[src/dtr_defs.svh]
// Timing constants for the DDR2 command timing block.
`ifndef DTR_DEFS_SVH
`define DTR_DEFS_SVH
// Termination turn-on point, in clock cycles after the sampling edge.
`define DTR_TERM_ON_CYCLES 3'h2
// Termination turn-off point, in trailing edges after the sampling edge.
`define DTR_TERM_OFF_EDGES 3'h2
// Least write-to-read spacing in clock cycles.
`define DTR_WTR_MIN 4'h2
// Clock enable must be registered on this many consecutive edges.
`define DTR_CKE_MIN 3'h3
// Power-down exit to activate, in clock edges.
`define DTR_XP_CYCLES 4'h3
// Default precharge period in picoseconds and clock period in picoseconds.
`define DTR_PRECHARGE_PS 32'd13125
`define DTR_CLOCK_PS 32'd100000
// Mode register bit that disables the differential strobe.
`define DTR_MR_DQS_BIT 10
`endif

[src/dtr_pkg.sv]
// Types shared by the DDR2 command timing block.
package dtr_pkg;
	// Decoded command presented on one clock edge.
	typedef enum logic [2:0] {
		DTR_CMD_NOP = 3'h0,
		DTR_CMD_ACT = 3'h1,
		DTR_CMD_RD = 3'h2,
		DTR_CMD_WR = 3'h3,
		DTR_CMD_PRE = 3'h4,
		DTR_CMD_WRA = 3'h5,
		DTR_CMD_PDX = 3'h6
	} dtr_cmd_e;
	// Command input group.
	typedef struct packed {
		logic valid;
		dtr_cmd_e cmd;
	} dtr_cmd_s;
	// Termination state machine.
	typedef enum logic [1:0] {
		DTR_TS_OFF = 2'h0,
		DTR_TS_TURN_ON = 2'h1,
		DTR_TS_ON = 2'h2,
		DTR_TS_TURN_OFF = 2'h3
	} dtr_term_e;
	// Status flags reported by the block.
	typedef struct packed {
		logic act_allowed;
		logic read_allowed;
		logic cke_violation;
		logic wtr_violation;
		logic act_violation;
	} dtr_status_s;
endpackage

[src/dtr_timing.sv]
// Device-side command timing tracker for a DDR2 memory.
// Functional notes
// - Termination turns on two clock cycles after the edge that first sampled its control high.
// - Termination turns off half a period after the second trailing edge from the first low sample.
// - The precharge picosecond parameter becomes its value divided by the clock period, rounded up, and is honoured.
// - Activate may follow precharge after the rounded-up precharge cycle count.
// - Delays count real clock edges; activate may follow power-down exit three edges later.
// - Mode register bit 10 clear enables the differential strobe, referencing input timing to it.
`timescale 1ns/100ps
`include "dtr_defs.svh"
module dtr_timing #(
	parameter int PRECHARGE_PS = `DTR_PRECHARGE_PS,
	parameter int CLOCK_PS = `DTR_CLOCK_PS
) (
	input wire logic clk,
	input wire logic rst,
	input wire dtr_pkg::dtr_cmd_s cmd_in,
	input wire logic [3:0] write_recovery,
	input wire logic termination_control,
	input wire logic clock_gate,
	input wire logic [12:0] mode_register,
	output logic termination_on,
	output logic termination_half_phase,
	output logic diff_strobe_en,
	output dtr_pkg::dtr_status_s status
);
	// round the precharge period up to whole cycles.
	localparam int PRE_CYC_INT = (PRECHARGE_PS + CLOCK_PS - 1) / CLOCK_PS;
	localparam logic [4:0] PRE_CYC = PRE_CYC_INT[4:0];

	initial begin
		if (PRE_CYC_INT < 1 || PRE_CYC_INT > 15 || CLOCK_PS < 1) begin
			$error("dtr_timing: precharge cycle count out of range");
		end
	end

	// ----------------------------------------------------------------
	// Input synchronisers
	// ----------------------------------------------------------------
	logic odt_s1_reg;
	logic odt_s2_reg;
	logic cke_s1_reg;
	logic cke_s2_reg;

	// Pins come from outside this clock domain; two stages before use.
	always_ff @(posedge clk) begin
		if (rst) begin
			odt_s1_reg <= 1'b0;
			odt_s2_reg <= 1'b0;
			cke_s1_reg <= 1'b0;
			cke_s2_reg <= 1'b0;
		end else begin
			odt_s1_reg <= termination_control;
			odt_s2_reg <= odt_s1_reg;
			cke_s1_reg <= clock_gate;
			cke_s2_reg <= cke_s1_reg;
		end
	end

	// ----------------------------------------------------------------
	// Termination control
	// ----------------------------------------------------------------
	dtr_pkg::dtr_term_e term_state_reg;
	logic [2:0] term_cnt_reg;

	// The count restarts on the first opposite sample, so a short glitch restarts the delay.
	always_ff @(posedge clk) begin
		if (rst) begin
			term_state_reg <= dtr_pkg::DTR_TS_OFF;
			term_cnt_reg <= 3'h0;
		end else begin
			case (term_state_reg)
				dtr_pkg::DTR_TS_OFF: begin
					if (odt_s2_reg) begin
						term_state_reg <= dtr_pkg::DTR_TS_TURN_ON;
						term_cnt_reg <= 3'h1;
					end
				end
				dtr_pkg::DTR_TS_TURN_ON: begin
					if (!odt_s2_reg) begin
						term_state_reg <= dtr_pkg::DTR_TS_OFF;
					end else if (term_cnt_reg == `DTR_TERM_ON_CYCLES - 3'h1) begin
						term_state_reg <= dtr_pkg::DTR_TS_ON;
					end else begin
						term_cnt_reg <= term_cnt_reg + 3'h1;
					end
				end
				dtr_pkg::DTR_TS_ON: begin
					if (!odt_s2_reg) begin
						term_state_reg <= dtr_pkg::DTR_TS_TURN_OFF;
						term_cnt_reg <= 3'h1;
					end
				end
				dtr_pkg::DTR_TS_TURN_OFF: begin
					// off after the second trailing edge plus half a period.
					if (odt_s2_reg) begin
						term_state_reg <= dtr_pkg::DTR_TS_ON;
					end else if (term_cnt_reg == `DTR_TERM_OFF_EDGES) begin
						term_state_reg <= dtr_pkg::DTR_TS_OFF;
					end else begin
						term_cnt_reg <= term_cnt_reg + 3'h1;
					end
				end
				default: begin
					term_state_reg <= dtr_pkg::DTR_TS_OFF;
				end
			endcase
		end
	end

	// Registered outputs; the half-phase flag marks the half period of turn-off.
	always_ff @(posedge clk) begin
		if (rst) begin
			termination_on <= 1'b0;
			termination_half_phase <= 1'b0;
		end else begin
			termination_on <= (term_state_reg == dtr_pkg::DTR_TS_ON) || (term_state_reg == dtr_pkg::DTR_TS_TURN_OFF);
			termination_half_phase <= (term_state_reg == dtr_pkg::DTR_TS_TURN_OFF) &&
				(term_cnt_reg == `DTR_TERM_OFF_EDGES) && !odt_s2_reg;
		end
	end

	// ----------------------------------------------------------------
	// Strobe mode
	// ----------------------------------------------------------------
	// differential strobe when bit 10 is clear.
	always_ff @(posedge clk) begin
		if (rst) begin
			diff_strobe_en <= 1'b1;
		end else begin
			diff_strobe_en <= !mode_register[`DTR_MR_DQS_BIT];
		end
	end

	// ----------------------------------------------------------------
	// Command spacing counters
	// ----------------------------------------------------------------
	logic [4:0] act_cnt_reg;
	logic [3:0] wtr_cnt_reg;
	logic [2:0] cke_cnt_reg;
	logic cke_prev_reg;
	logic is_act;
	logic is_rd;

	assign is_act = cmd_in.valid && (cmd_in.cmd == dtr_pkg::DTR_CMD_ACT);
	assign is_rd = cmd_in.valid && (cmd_in.cmd == dtr_pkg::DTR_CMD_RD);

	// precharge, autoprecharge and exit load the activate guard.
	always_ff @(posedge clk) begin
		if (rst) begin
			act_cnt_reg <= 5'h0;
		end else if (cmd_in.valid && cmd_in.cmd == dtr_pkg::DTR_CMD_PRE) begin
			// Loaded one short, so the command exactly n edges later sees zero and is legal.
			act_cnt_reg <= PRE_CYC - 5'h1;
		end else if (cmd_in.valid && cmd_in.cmd == dtr_pkg::DTR_CMD_WRA) begin
			act_cnt_reg <= {1'b0, write_recovery} + PRE_CYC - 5'h1;
		end else if (cmd_in.valid && cmd_in.cmd == dtr_pkg::DTR_CMD_PDX) begin
			act_cnt_reg <= {1'b0, `DTR_XP_CYCLES} - 5'h1;
		end else if (act_cnt_reg != 5'h0) begin
			act_cnt_reg <= act_cnt_reg - 5'h1;
		end
	end

	// two cycles from write to read.
	always_ff @(posedge clk) begin
		if (rst) begin
			wtr_cnt_reg <= 4'h0;
		end else if (cmd_in.valid && (cmd_in.cmd == dtr_pkg::DTR_CMD_WR || cmd_in.cmd == dtr_pkg::DTR_CMD_WRA)) begin
			wtr_cnt_reg <= `DTR_WTR_MIN - 4'h1;
		end else if (wtr_cnt_reg != 4'h0) begin
			wtr_cnt_reg <= wtr_cnt_reg - 4'h1;
		end
	end

	// count edges the clock enable holds its level.
	always_ff @(posedge clk) begin
		if (rst) begin
			cke_prev_reg <= 1'b0;
			cke_cnt_reg <= `DTR_CKE_MIN;
		end else begin
			cke_prev_reg <= cke_s2_reg;
			if (cke_s2_reg != cke_prev_reg) begin
				cke_cnt_reg <= 3'h1;
			end else if (cke_cnt_reg != `DTR_CKE_MIN) begin
				cke_cnt_reg <= cke_cnt_reg + 3'h1;
			end
		end
	end

	// Sticky violation flags; only reset clears them, so no event is lost.
	always_ff @(posedge clk) begin
		if (rst) begin
			status <= '0;
		end else begin
			status.act_allowed <= (act_cnt_reg <= 5'h1) && !is_act;
			status.read_allowed <= (wtr_cnt_reg <= 4'h1);
			status.act_violation <= status.act_violation || (is_act && act_cnt_reg != 5'h0);
			status.wtr_violation <= status.wtr_violation || (is_rd && wtr_cnt_reg != 4'h0);
			status.cke_violation <= status.cke_violation ||
				((cke_s2_reg != cke_prev_reg) && cke_cnt_reg != `DTR_CKE_MIN);
		end
	end
endmodule

[config.mk]
export PLATFORM = sky130hd
export DESIGN_NAME = dtr_timing
export DESIGN_NICKNAME = d
export VERILOG_FILES = /design/src/dtr_pkg.sv /design/src/dtr_timing.sv
export VERILOG_INCLUDE_DIRS = /design/src
export SDC_FILE = /design/constraint.sdc
export NUM_CORES = 1
export LEC_CHECK = 0
export ABC_AREA = 1
export BUFFER_PORTS_ARGS = -buffer_cell sky130_fd_sc_hd__buf_2
export CAP_MARGIN = 10
export CORE_MARGIN = 3
export CORE_UTILIZATION = 43
export CTS_CLUSTER_SIZE = 30
export DETAILED_ROUTE_END_ITERATION = 7
export HOLD_SLACK_MARGIN = 0.03
export PLACE_DENSITY = 0.7
export RECOVER_POWER = 50
export SLEW_MARGIN = 5
export SYNTH_ARGS = -nofsm -noshare
export SYNTH_HDL_FRONTEND = slang
export SYNTH_SLANG_ARGS = --single-unit
[constraint.sdc]
create_clock -name clk -period 2.28 [get_ports clk]
set_input_delay 0.114 -clock clk [delete_from_list [all_inputs] [get_ports clk]]
set_output_delay 0.114 -clock clk [all_outputs]
set_load 0.02 [all_outputs]
Word level (Yosys, flattened, before mapping):

Index checks and enable logic that the tools add are counted.

* bits in registers: 30
* bits in latches: 0
* bits in writable memories: 0
* memory bits (read-only): 0
* input bits: 25
* output and inout port bits: 8
* word-level logic and storage cells: 101
* memories: 0

* $add $sub $neg: 6
* multipliers: 0
* div/mod/pow operators: 0
* $lt $le $gt $ge: 2
* equal/unequal tests: 21
* shifts and indexed selects: 0
* muxes and demuxes: 21
* bitwise gates (word level): 0
* reductions and logical operators: 31

Operator list (count)
* $mux 3: 6
* $mux 2: 8
* $mux 5: 3
* $logic_and 1x1->1: 12
* $ne 2x2->1 const B: 6
* $pmux 3 s4: 1
* $sub 5x1->5 const B: 2
* $eq 3x2->1 const B: 3
* $eq 3x3->1 const B: 3
* $pmux 2 s4: 1
* $add 3x1->3 const B: 2
* $eq 3x1->1 const B: 2
* $ne 3x3->1 const B: 2
* $reduce_and 6->1: 1
* $reduce_or 2->1: 3
* $add 4x1->5 const B: 1
* $le 5x1->1 const B: 1
* $logic_or 1x1->1: 5
* $reduce_bool 5->1: 1
* $eq 2x2->1 const B: 2
* $le 4x1->1 const B: 1
* $reduce_and 4->1: 1
* $reduce_bool 2->1: 2
* $reduce_bool 4->1: 1
* 8 further kinds: 11

Logic depth before layout (Yosys ltp):

Gate-level depths: netlist of the first run.

* word-level depth: 4
* mapped depth: 9
* mapped depth without buffers: 9

Least setup slack after synthesis of the first run:

No wires, ideal clock.

* kind: reg-to-reg
* from: register term_cnt_reg[0]
* to: register term_cnt_reg[1]
* library setup time: 0.116 ns
* arrival time: 1.072 ns
* required time: 2.164 ns
* setup slack: 1.092 ns
* stages on the path, launching flop included: 10
* path buffers: 0
* period minus slack after synthesis: 1.188 ns
* cell sequence: dfxtp_1 inv_1 ha_1 inv_1 nor2_1 nand2_4 nand3_4 nand2_1 nand2_1 nor2_2

* longest elaborated chain between the ends: 4
* elaborated cells between the ends (all ways): 11
* those cells by class: 1 x add/sub; 4 x eq/ne; 5 x mux; 1 x reduce/logical

Ends and longest elaborated chain
* start, declared: line dtr_timing.sv:64 `logic [2:0] term_cnt_reg;`
* start signal, assigned: line dtr_timing.sv:85 `term_cnt_reg <= term_cnt_reg + 3'h1;`
* start signal, assigned: line dtr_timing.sv:101 `term_cnt_reg <= term_cnt_reg + 3'h1;`
* $add 3x1->3: line dtr_timing.sv:85, dtr_timing.sv:101
* $mux 3, on equally long branches: line dtr_timing.sv:98, dtr_timing.sv:82
* $mux 3, on equally long branches: line dtr_timing.sv:96, dtr_timing.sv:80
* $pmux 3 s4: line dtr_timing.sv:72 `case (term_state_reg)`

Several ways; a longest one is shown, not always the timed one. The select of a mux whose other input is x is not followed.
A chain may end at the register's enable or synchronous reset.

Worst setup path in the final report of the first run:

* from: register act_cnt_reg[0]
* to: register act_cnt_reg[0]

* longest elaborated chain between the ends: 4
* elaborated cells between the ends (all ways): 6
* those cells by class: 1 x add/sub; 3 x mux; 2 x reduce/logical

Ends and longest elaborated chain
* start, declared: line dtr_timing.sv:138 `logic [4:0] act_cnt_reg;`
* start signal, assigned: line dtr_timing.sv:154 `act_cnt_reg <= PRE_CYC - 5'h1;`
* start signal, assigned: line dtr_timing.sv:156 `act_cnt_reg <= {1'b0, write_recovery} + PRE_CYC - 5'h1;`
* start signal, assigned: line dtr_timing.sv:158 `` act_cnt_reg <= {1'b0, `DTR_XP_CYCLES} - 5'h1; ``
* $sub 5x1->5: line dtr_timing.sv:160 `act_cnt_reg <= act_cnt_reg - 5'h1;`
* $mux 5: line dtr_timing.sv:159 `end else if (act_cnt_reg != 5'h0) begin`
* $mux 5: line dtr_timing.sv:157 `end else if (cmd_in.valid && cmd_in.cmd == dtr_pkg::DTR_CMD_PDX) begin`
* $mux 5: line dtr_timing.sv:155 `end else if (cmd_in.valid && cmd_in.cmd == dtr_pkg::DTR_CMD_WRA) begin`

Several ways; a longest one is shown, not always the timed one. The select of a mux whose other input is x is not followed.

==> impl_metrics.tcl, run 1 <==
set metrics [dict create \
    rr_startpoint "act_cnt_reg[0]" \
    synthToLayoutAreaGrowth_pct 17.1 \
    skew_ns 0.00275 \
    synth_top_family_by_area "simple AND/OR/NAND/NOR gates" \
    antenna_found_initial 0 \
    startpoint_type "flip-flop" \
    gp_congestion 0.800 \
    setup_ws_ns 0.950 \
    holdBufCountCts 4 \
    cts_setup_buffers 0 \
    period_minus_slack_ns 1.33 \
    numCtsBuffers 5 \
    die_h_um 64.8 \
    synth_cells 202 \
    final_cells 276 \
    crit_arrival_ns 1.57 \
    ys_warn_count 0 \
    portBuffers 20 \
    antenna_left 0 \
    cts_root_buf "clkbuf_4" \
    cts_tree "yes" \
    peakVddDrop_mv 0.573 \
    path_clk_slew_ns 0.09 \
    hold_depth 3 \
    r2r_end "act_cnt_reg[0]" \
    slew_headroom 0.709 \
    min_to "act_cnt_reg[2]" \
    cts-resized-gates 0 \
    avgRoutedWirePerCell_um 9.55 \
    hpwl_um 1970 \
    powerDensity_nw_per_um2 1040 \
    ctsHtreeMaxLevel 2 \
    drv_slew 0 \
    finalSetupViolations 0 \
    synthSimpleGateAreaFrac 0.316 \
    leakagePower_nw 0.817 \
    muxShareOfSynthArea 0 \
    critPathKind "reg2reg" \
    pin_count 33 \
    cap_viol_max_count 0 \
    grt_start_max_net_pins 22 \
    grt_first_pass_wirelength_um 4690 \
    cp.required_ns 2.52 \
    die-area_um2 4200 \
    setup_tns_ns 0 \
    synth_area_um2 1490 \
    dr_wl_met2_um 1190 \
    core_area_um2 3180 \
    grt_overflow 0 \
    rows 20 \
    clockBufferDepth 2 \
    hp-start "write_recovery[2]" \
    path_max_fanout 5 \
    tightest_slew_ns 0.436 \
    worstSetupEndpointType "flip-flop" \
    outcome "completed" \
    met3_length_um 146 \
    grt_pass1_vias 1120 \
    grt_setup_unrepaired "false" \
    vias 1230 \
    synth_cell_type_count 29 \
    drt-pass1-iter-count 4 \
    max_freq_mhz 752 \
    totalWireLength_um 2640 \
    diodes 0 \
    clock_sinks 30 \
    synthAdderAreaFrac 0.0757 \
    final_nets 265 \
    synth.net_count 236 \
    drive_gt1_frac 0.194 \
    gr-usage-all-layers 0.143 \
    top_layer "met4" \
    hold_viol_final 0 \
    worst_skew_pair.late_latency_ns 0.33 \
    start_util 0.468 \
    seq_area_frac_synth 0.404 \
    die_width_um 64.8 \
    synth-compound-area-share 0.0900 \
    synth-seq-cells 30 \
    reg2reg_depth 8 \
    min_path_type "in2reg" \
    via_per_inst 4.46 \
    wl_met1_um 1250 \
    drc_errors 0 \
    pre_cts_ws_ns 0.950 \
    synth_xor_area_frac 0.0235 \
    synth.avg_cell_area_um2 7.36 \
    period_share 0.583 \
    r2r_slack_ns 0.95 \
    drt_iter0_markers 80 \
    placed_cells 264 \
]
[cell families (layout without fill, tap and decap cells)]
logic type / Yosys count / after routing
AO/OA/AOI/OAI: 23 / 23
XOR/XNOR: 4 / 4
adder cells (fa/ha/maj): 9 / 9
buffers and inverters: 35 / 65
flip-flops: 30 / 30
AND/OR/NAND/NOR: 101 / 101
[metrics by stage]
step / area (um2) / hold slack [ns] / util / total power [mW]
after floorplan: 1490 / 0.183 / - / 1.29
after global placement: 1630 / 0.309 / 0.514 / 1.41
after detailed placement: 1630 / 0.314 / 0.514 / 1.43
after CTS: 1750 / 0.0377 / 0.551 / 1.83
after global routing: 1740 / 0.0718 / 0.548 / 2.00
final: 1740 / 0.0375 / 0.548 / 1.81
[final cells by class]
cell class,instances,area (um2)
clock buffers,8,78.8
fillers,326,1440
inverters,33,125
multi-input cells,137,752
flip-flops and latches,30,601
well taps,44,55.1
repair buffers,24,130
[power by group]
part	total [mW]	switching [mW]	internal, mW
Clock	0.394	0.183	0.211
Combinational	0.680	0.409	0.272
Sequential	0.731	0.0839	0.647
Total	1.81	0.676	1.13
[routing by layer]
metal,track usage,vias to the layer above
met5,0,-
met4,0.0554,0
li1,-,686
met1,0.170,515
met2,0.235,21
met3,0.0503,8
[placed cells by master (no fill, tap or decap)]
cell / synthesis / routed
nand2_1: 40 / 40
dfxtp_1: 30 / 30
nor2_1: 29 / 29
inv_1: 27 / 28
buf_2: 2 / 12
nand2_2: 10 / 10
a21oi_1: 10 / 10
ha_1: 9 / 9
clkbuf_1: 0 / 8
nor3_1: 6 / 6
o21ai_0: 5 / 5
nor2_2: 5 / 5
nand3_1: 5 / 5
clkbuf_4: 0 / 5
xor2_1: 4 / 4
dlygate4sd3_1: 0 / 4
inv_2: 4 / 3
clkbuf_8: 0 / 3
a21oi_2: 2 / 2
o211ai_1: 1 / 1
clkinv_2: 1 / 1
nand2_4: 1 / 1
nor2_4: 1 / 1
nand3_4: 1 / 1
clkinv_1: 1 / 1
nand3_2: 1 / 1
o31ai_1: 1 / 1
or2_1: 1 / 1
o21bai_1: 1 / 1
nand4_1: 1 / 1
a22oi_1: 1 / 1
o21ai_1: 1 / 1
a31oi_1: 1 / 1
[critical path: stages (launching register included)]
cell	delay, ns
dfxtp_1	0.42
inv_1	0.10
ha_1	0.23
nand2_1	0.13
nor2_2	0.05
nand2_2	0.09
nand2_1	0.06
nor2_1	0.10
nor2_1	0.04
[cells in the mapped netlist]
master | number | share of area
nand2_1 | 40 | 0.10
nor3_1 | 6 | 0.020
nand3_2 | 1 | 0.0067
a22oi_1 | 1 | 0.0050
inv_2 | 4 | 0.010
or2_1 | 1 | 0.0042
nand3_1 | 5 | 0.017
buf_2 | 2 | 0.0067
nor2_2 | 5 | 0.021
clkinv_1 | 1 | 0.0025
inv_1 | 27 | 0.068
dfxtp_1 | 30 | 0.40
ha_1 | 9 | 0.076
o21ai_0 | 5 | 0.017
o31ai_1 | 1 | 0.0050
o21bai_1 | 1 | 0.0050
o211ai_1 | 1 | 0.0050
a21oi_1 | 10 | 0.034
o21ai_1 | 1 | 0.0034
nor2_4 | 1 | 0.0076
a31oi_1 | 1 | 0.0042
clkinv_2 | 1 | 0.0034
a21oi_2 | 2 | 0.012
nor2_1 | 29 | 0.073
nand4_1 | 1 | 0.0042
xor2_1 | 4 | 0.024
nand2_4 | 1 | 0.0076
nand3_4 | 1 | 0.012
nand2_2 | 10 | 0.042
[how the worst max path moves through the flow]
stage / startpoint / end / slack, ns / depth (start not counted)
floorplan: term_cnt_reg[0] / term_cnt_reg[1] / 1.09 / 9
global placement: term_cnt_reg[0] / term_cnt_reg[1] / 0.97 / 9
detailed placement: act_cnt_reg[0] / act_cnt_reg[0] / 0.95 / 8
CTS: act_cnt_reg[0] / act_cnt_reg[0] / 0.93 / 8
global route: act_cnt_reg[0] / act_cnt_reg[0] / 0.80 / 8
finish: act_cnt_reg[0] / act_cnt_reg[0] / 0.95 / 8
No activity file was read; power rests on OpenSTA's default activity.
==> inputs of run 2 (changes only) <==
--- a/config.mk
+++ b/config.mk
@@ -6,7 +6,7 @@
 export SDC_FILE = /design/constraint.sdc
 export NUM_CORES = 1
 export LEC_CHECK = 0
-export ABC_AREA = 1
+export ABC_AREA = 0
 export BUFFER_PORTS_ARGS = -buffer_cell sky130_fd_sc_hd__buf_2
 export CAP_MARGIN = 10
 export CORE_MARGIN = 3
@@ -14,7 +14,7 @@
 export CTS_CLUSTER_SIZE = 30
 export DETAILED_ROUTE_END_ITERATION = 7
 export HOLD_SLACK_MARGIN = 0.03
-export PLACE_DENSITY = 0.7
+export PLACE_DENSITY = 0.73
 export RECOVER_POWER = 50
 export SLEW_MARGIN = 5
 export SYNTH_ARGS = -nofsm -noshare
==> constraint.sdc (replaced) <==
create_clock -name clk -period 1.2 [get_ports clk]
set_input_delay 0.06 -clock clk [delete_from_list [all_inputs] [get_ports clk]]
set_output_delay 0.06 -clock clk [all_outputs]
set_load 0.02 [all_outputs]
==> run 2 against run 1 <==
  * Highest routed layer unchanged
  * Synthesized cell count decreased by 27%
  * The run now ends with negative setup slack left
  * Critical endpoint unchanged
  * Die area is 8.0% lower
  * First-iteration DRC count down 24%
==> impl_metrics.tcl, run 2 <==
set metrics [dict create \
    outcome "complete, but fails checks" \
    gr-usage-all-layers 0.196 \
    hold_viol_final 0 \
    synthTopCellsByCount "dfxtp_1, nor2_1, nand2_1" \
    clockBufferDepth 2 \
    synth.avg_cell_area_um2 9.17 \
    placed_cell_area_um2 1710 \
    grt_first_pass_wirelength_um 5860 \
    period_minus_slack_ns 1.50 \
    grt_start_max_net_pins 14 \
    core_area_um2 2880 \
    min_to "status[1]" \
    cap_viol_max_count 0 \
    drt_iter0_markers 61 \
    rows 19 \
    synth_area_um2 1360 \
    grt_overflow 0 \
    holdWs_ns 0.127 \
    drive_gt1_frac 0.469 \
    synth_top_area_share 0.442 \
    crit_chain "inv_2, ha_4, or4b_4, a31o_4, o21ai_2, nor2_1" \
    ys_async_sr_fraction 0 \
    critPathKind "reg2reg" \
    reg2reg_depth 6 \
    tightest_slew_ns 0.473 \
    skew_ns 0.00648 \
    violations "negative setup slack" \
    seq_area_frac_synth 0.442 \
    synth_top_area_cell "dfxtp_1" \
    setup_ws_ns -0.297 \
    synth_flop_cell "dfxtp_1" \
    p_clk_frac 0.144 \
    cp_slowest_cell "or4b_4" \
    startpoint_type "flip-flop" \
    r2r_slack_ns -0.30 \
    finalSetupViolations 16 \
    ctsHtreeMaxLevel 2 \
    leakagePower_nw 0.889 \
    cp.required_ns 1.44 \
    final_nets 244 \
    drt-pass1-iter-count 4 \
    path_max_fanout 3 \
    die_h_um 62.2 \
    slew_headroom 0.684 \
    rr_startpoint "act_cnt_reg[1]" \
    antenna_left 0 \
    design_power_total_mw 4.49 \
    die-area_um2 3870 \
    hp-start "cmd_in[3]" \
    grt_setup_unrepaired "true" \
    min_path_type "in2reg" \
    final_cell_mix "buf_4, dfxtp_1, nor2_1" \
    yosysMostFrequentCell "dfxtp_1" \
    synth_cells 148 \
    via_per_inst 5.07 \
    synth_cell_type_count 36 \
    pin_count 33 \
    synth-seq-cells 30 \
    peakVddDrop_mv 1.29 \
    drv_slew 0 \
    synth-edff-count 0 \
    ys_warn_count 0 \
    grt_pass1_vias 1305 \
    hold_depth 3 \
    mostFrequentLayoutCell "buf_4" \
    cts_tree "yes" \
    max_freq_mhz 668 \
    totalWireLength_um 3570 \
    r2r_end "act_cnt_reg[0]" \
    worstSetupEndpointType "flip-flop" \
    vias 1283 \
    period_share 1.25 \
    finalInstanceArea_um2 2070 \
    path_clk_slew_ns 0.10 \
    powerDensity_nw_per_um2 2170 \
    netlist_top_cells_area "dfxtp_1, ha_1, nor2_1" \
    p_comb_frac 0.554 \
    die_width_um 62.2 \
    synth.net_count 182 \
    power.share.sequential 0.301 \
    antenna_found_initial 0 \
    p_sw_mw 1.61 \
    drc_errors 0 \
    numCtsBuffers 5 \
    crit_arrival_ns 1.74 \
    hpwl_um 2370 \
    worst_skew_pair.late_latency_ns 0.34 \
    cpPeakStageDelay_ns 0.48 \
    clock_sinks 30 \
    avgRoutedWirePerCell_um 14.1 \
    diodes 0 \
    gp_congestion 0.867 \
    p_sw_frac 0.358 \
    portBuffers 20 \
    internal_power_mw 2.88 \
    cts_root_buf "clkbuf_4" \
    synthToLayoutAreaGrowth_pct 52.2 \
    start_util 0.472 \
]
[run 2: changes by cell type in the layout (fill, tap and decap cells not counted), sizes merged, moves of 7 or more]
| cell | before | now |
|---|---|---|
| nand2 | 51 | 11 |
| buf | 12 | 47 |
| inv | 31 | 9 |
| nor2 | 35 | 21 |
| nor2b | 0 | 9 |
| a21oi | 12 | 5 |
[run 2: layer usage]
| metal | share of wire | GRT usage | vias up | routed length, um |
|---|---|---|---|---|
| met4 | 0.034 | 0.0967 | 0 | 123 |
| li1 | - | - | 625 | - |
| met1 | 0.39 | 0.196 | 609 | 1380 |
| met3 | 0.053 | 0.0649 | 14 | 190 |
| met5 | 0 | 0 | - | 0 |
| met2 | 0.52 | 0.359 | 35 | 1870 |
[run 2: per-stage QoR]
stage	instances	setup slack, ns	util	setup TNS, ns
after floorplan	148	-0.269	-	-1.31
after global placement	226	-0.250	0.595	-1.50
after detailed placement	226	-0.270	0.595	-1.94
after CTS	246	-0.284	0.685	-1.73
after global routing	253	-0.367	0.718	-3.10
final	253	-0.297	0.718	-2.12
[run 2: layout make-up]
cell class | count | area (um2)
timing repair buffer | 59 | 414
clock inverter | 2 | 12.5
tap | 42 | 52.6
sequential | 30 | 619
clock buffer | 6 | 51.3
inverter | 9 | 36.3
multi-input combinational | 105 | 880
fill | 206 | 811
[run 2: kinds of logic after synthesis]
logic type / count (synthesis) / synth area share
and+or+nand+nor: 58 / 0.214
DFF: 30 / 0.442
AOI/OAI and AO/OA: 25 / 0.135
buffers and inverters: 13 / 0.0378
xor gates and xnor gates: 9 / 0.0581
adders and majority gates: 9 / 0.0830
muxes: 4 / 0.0304
[run 2: worst max path at each step]
stage,depth (start not counted),to,from
after floorplan,6,act_cnt_reg[0],act_cnt_reg[1]
after global placement,6,act_cnt_reg[0],act_cnt_reg[1]
after detailed placement,6,act_cnt_reg[0],act_cnt_reg[1]
after CTS,6,act_cnt_reg[0],act_cnt_reg[1]
after global routing,6,act_cnt_reg[0],act_cnt_reg[1]
final,6,act_cnt_reg[0],act_cnt_reg[1]
[run 2: repair_timing]
action	CTS	global route
resized for setup	20	14
setup buffers	6	7
cloned	0	0
hold buffers	7	0
hold endpoints to repair	10	0
pin swaps	11	20
setup endpoints to repair	17	16
[run 2: power groups by stage]
stage	Sequential, mW	Combinational, mW	Clock, mW
after floorplan	1.41	1.21	0
after global placement	1.33	1.80	0
after detailed placement	1.34	1.96	0
after CTS	1.33	2.11	0.663
after global routing	1.37	2.71	0.726
final	1.35	2.49	0.647
[run 2: critical path: cells and delay by family (launching register included)]
| family | cells | cell delay (ns) |
|---|---|---|
| simple gates | 2 | 0.53 |
| flops | 1 | 0.34 |
| compound gates | 2 | 0.33 |
| fa+ha+maj | 1 | 0.13 |
| buf+inv | 1 | 0.07 |
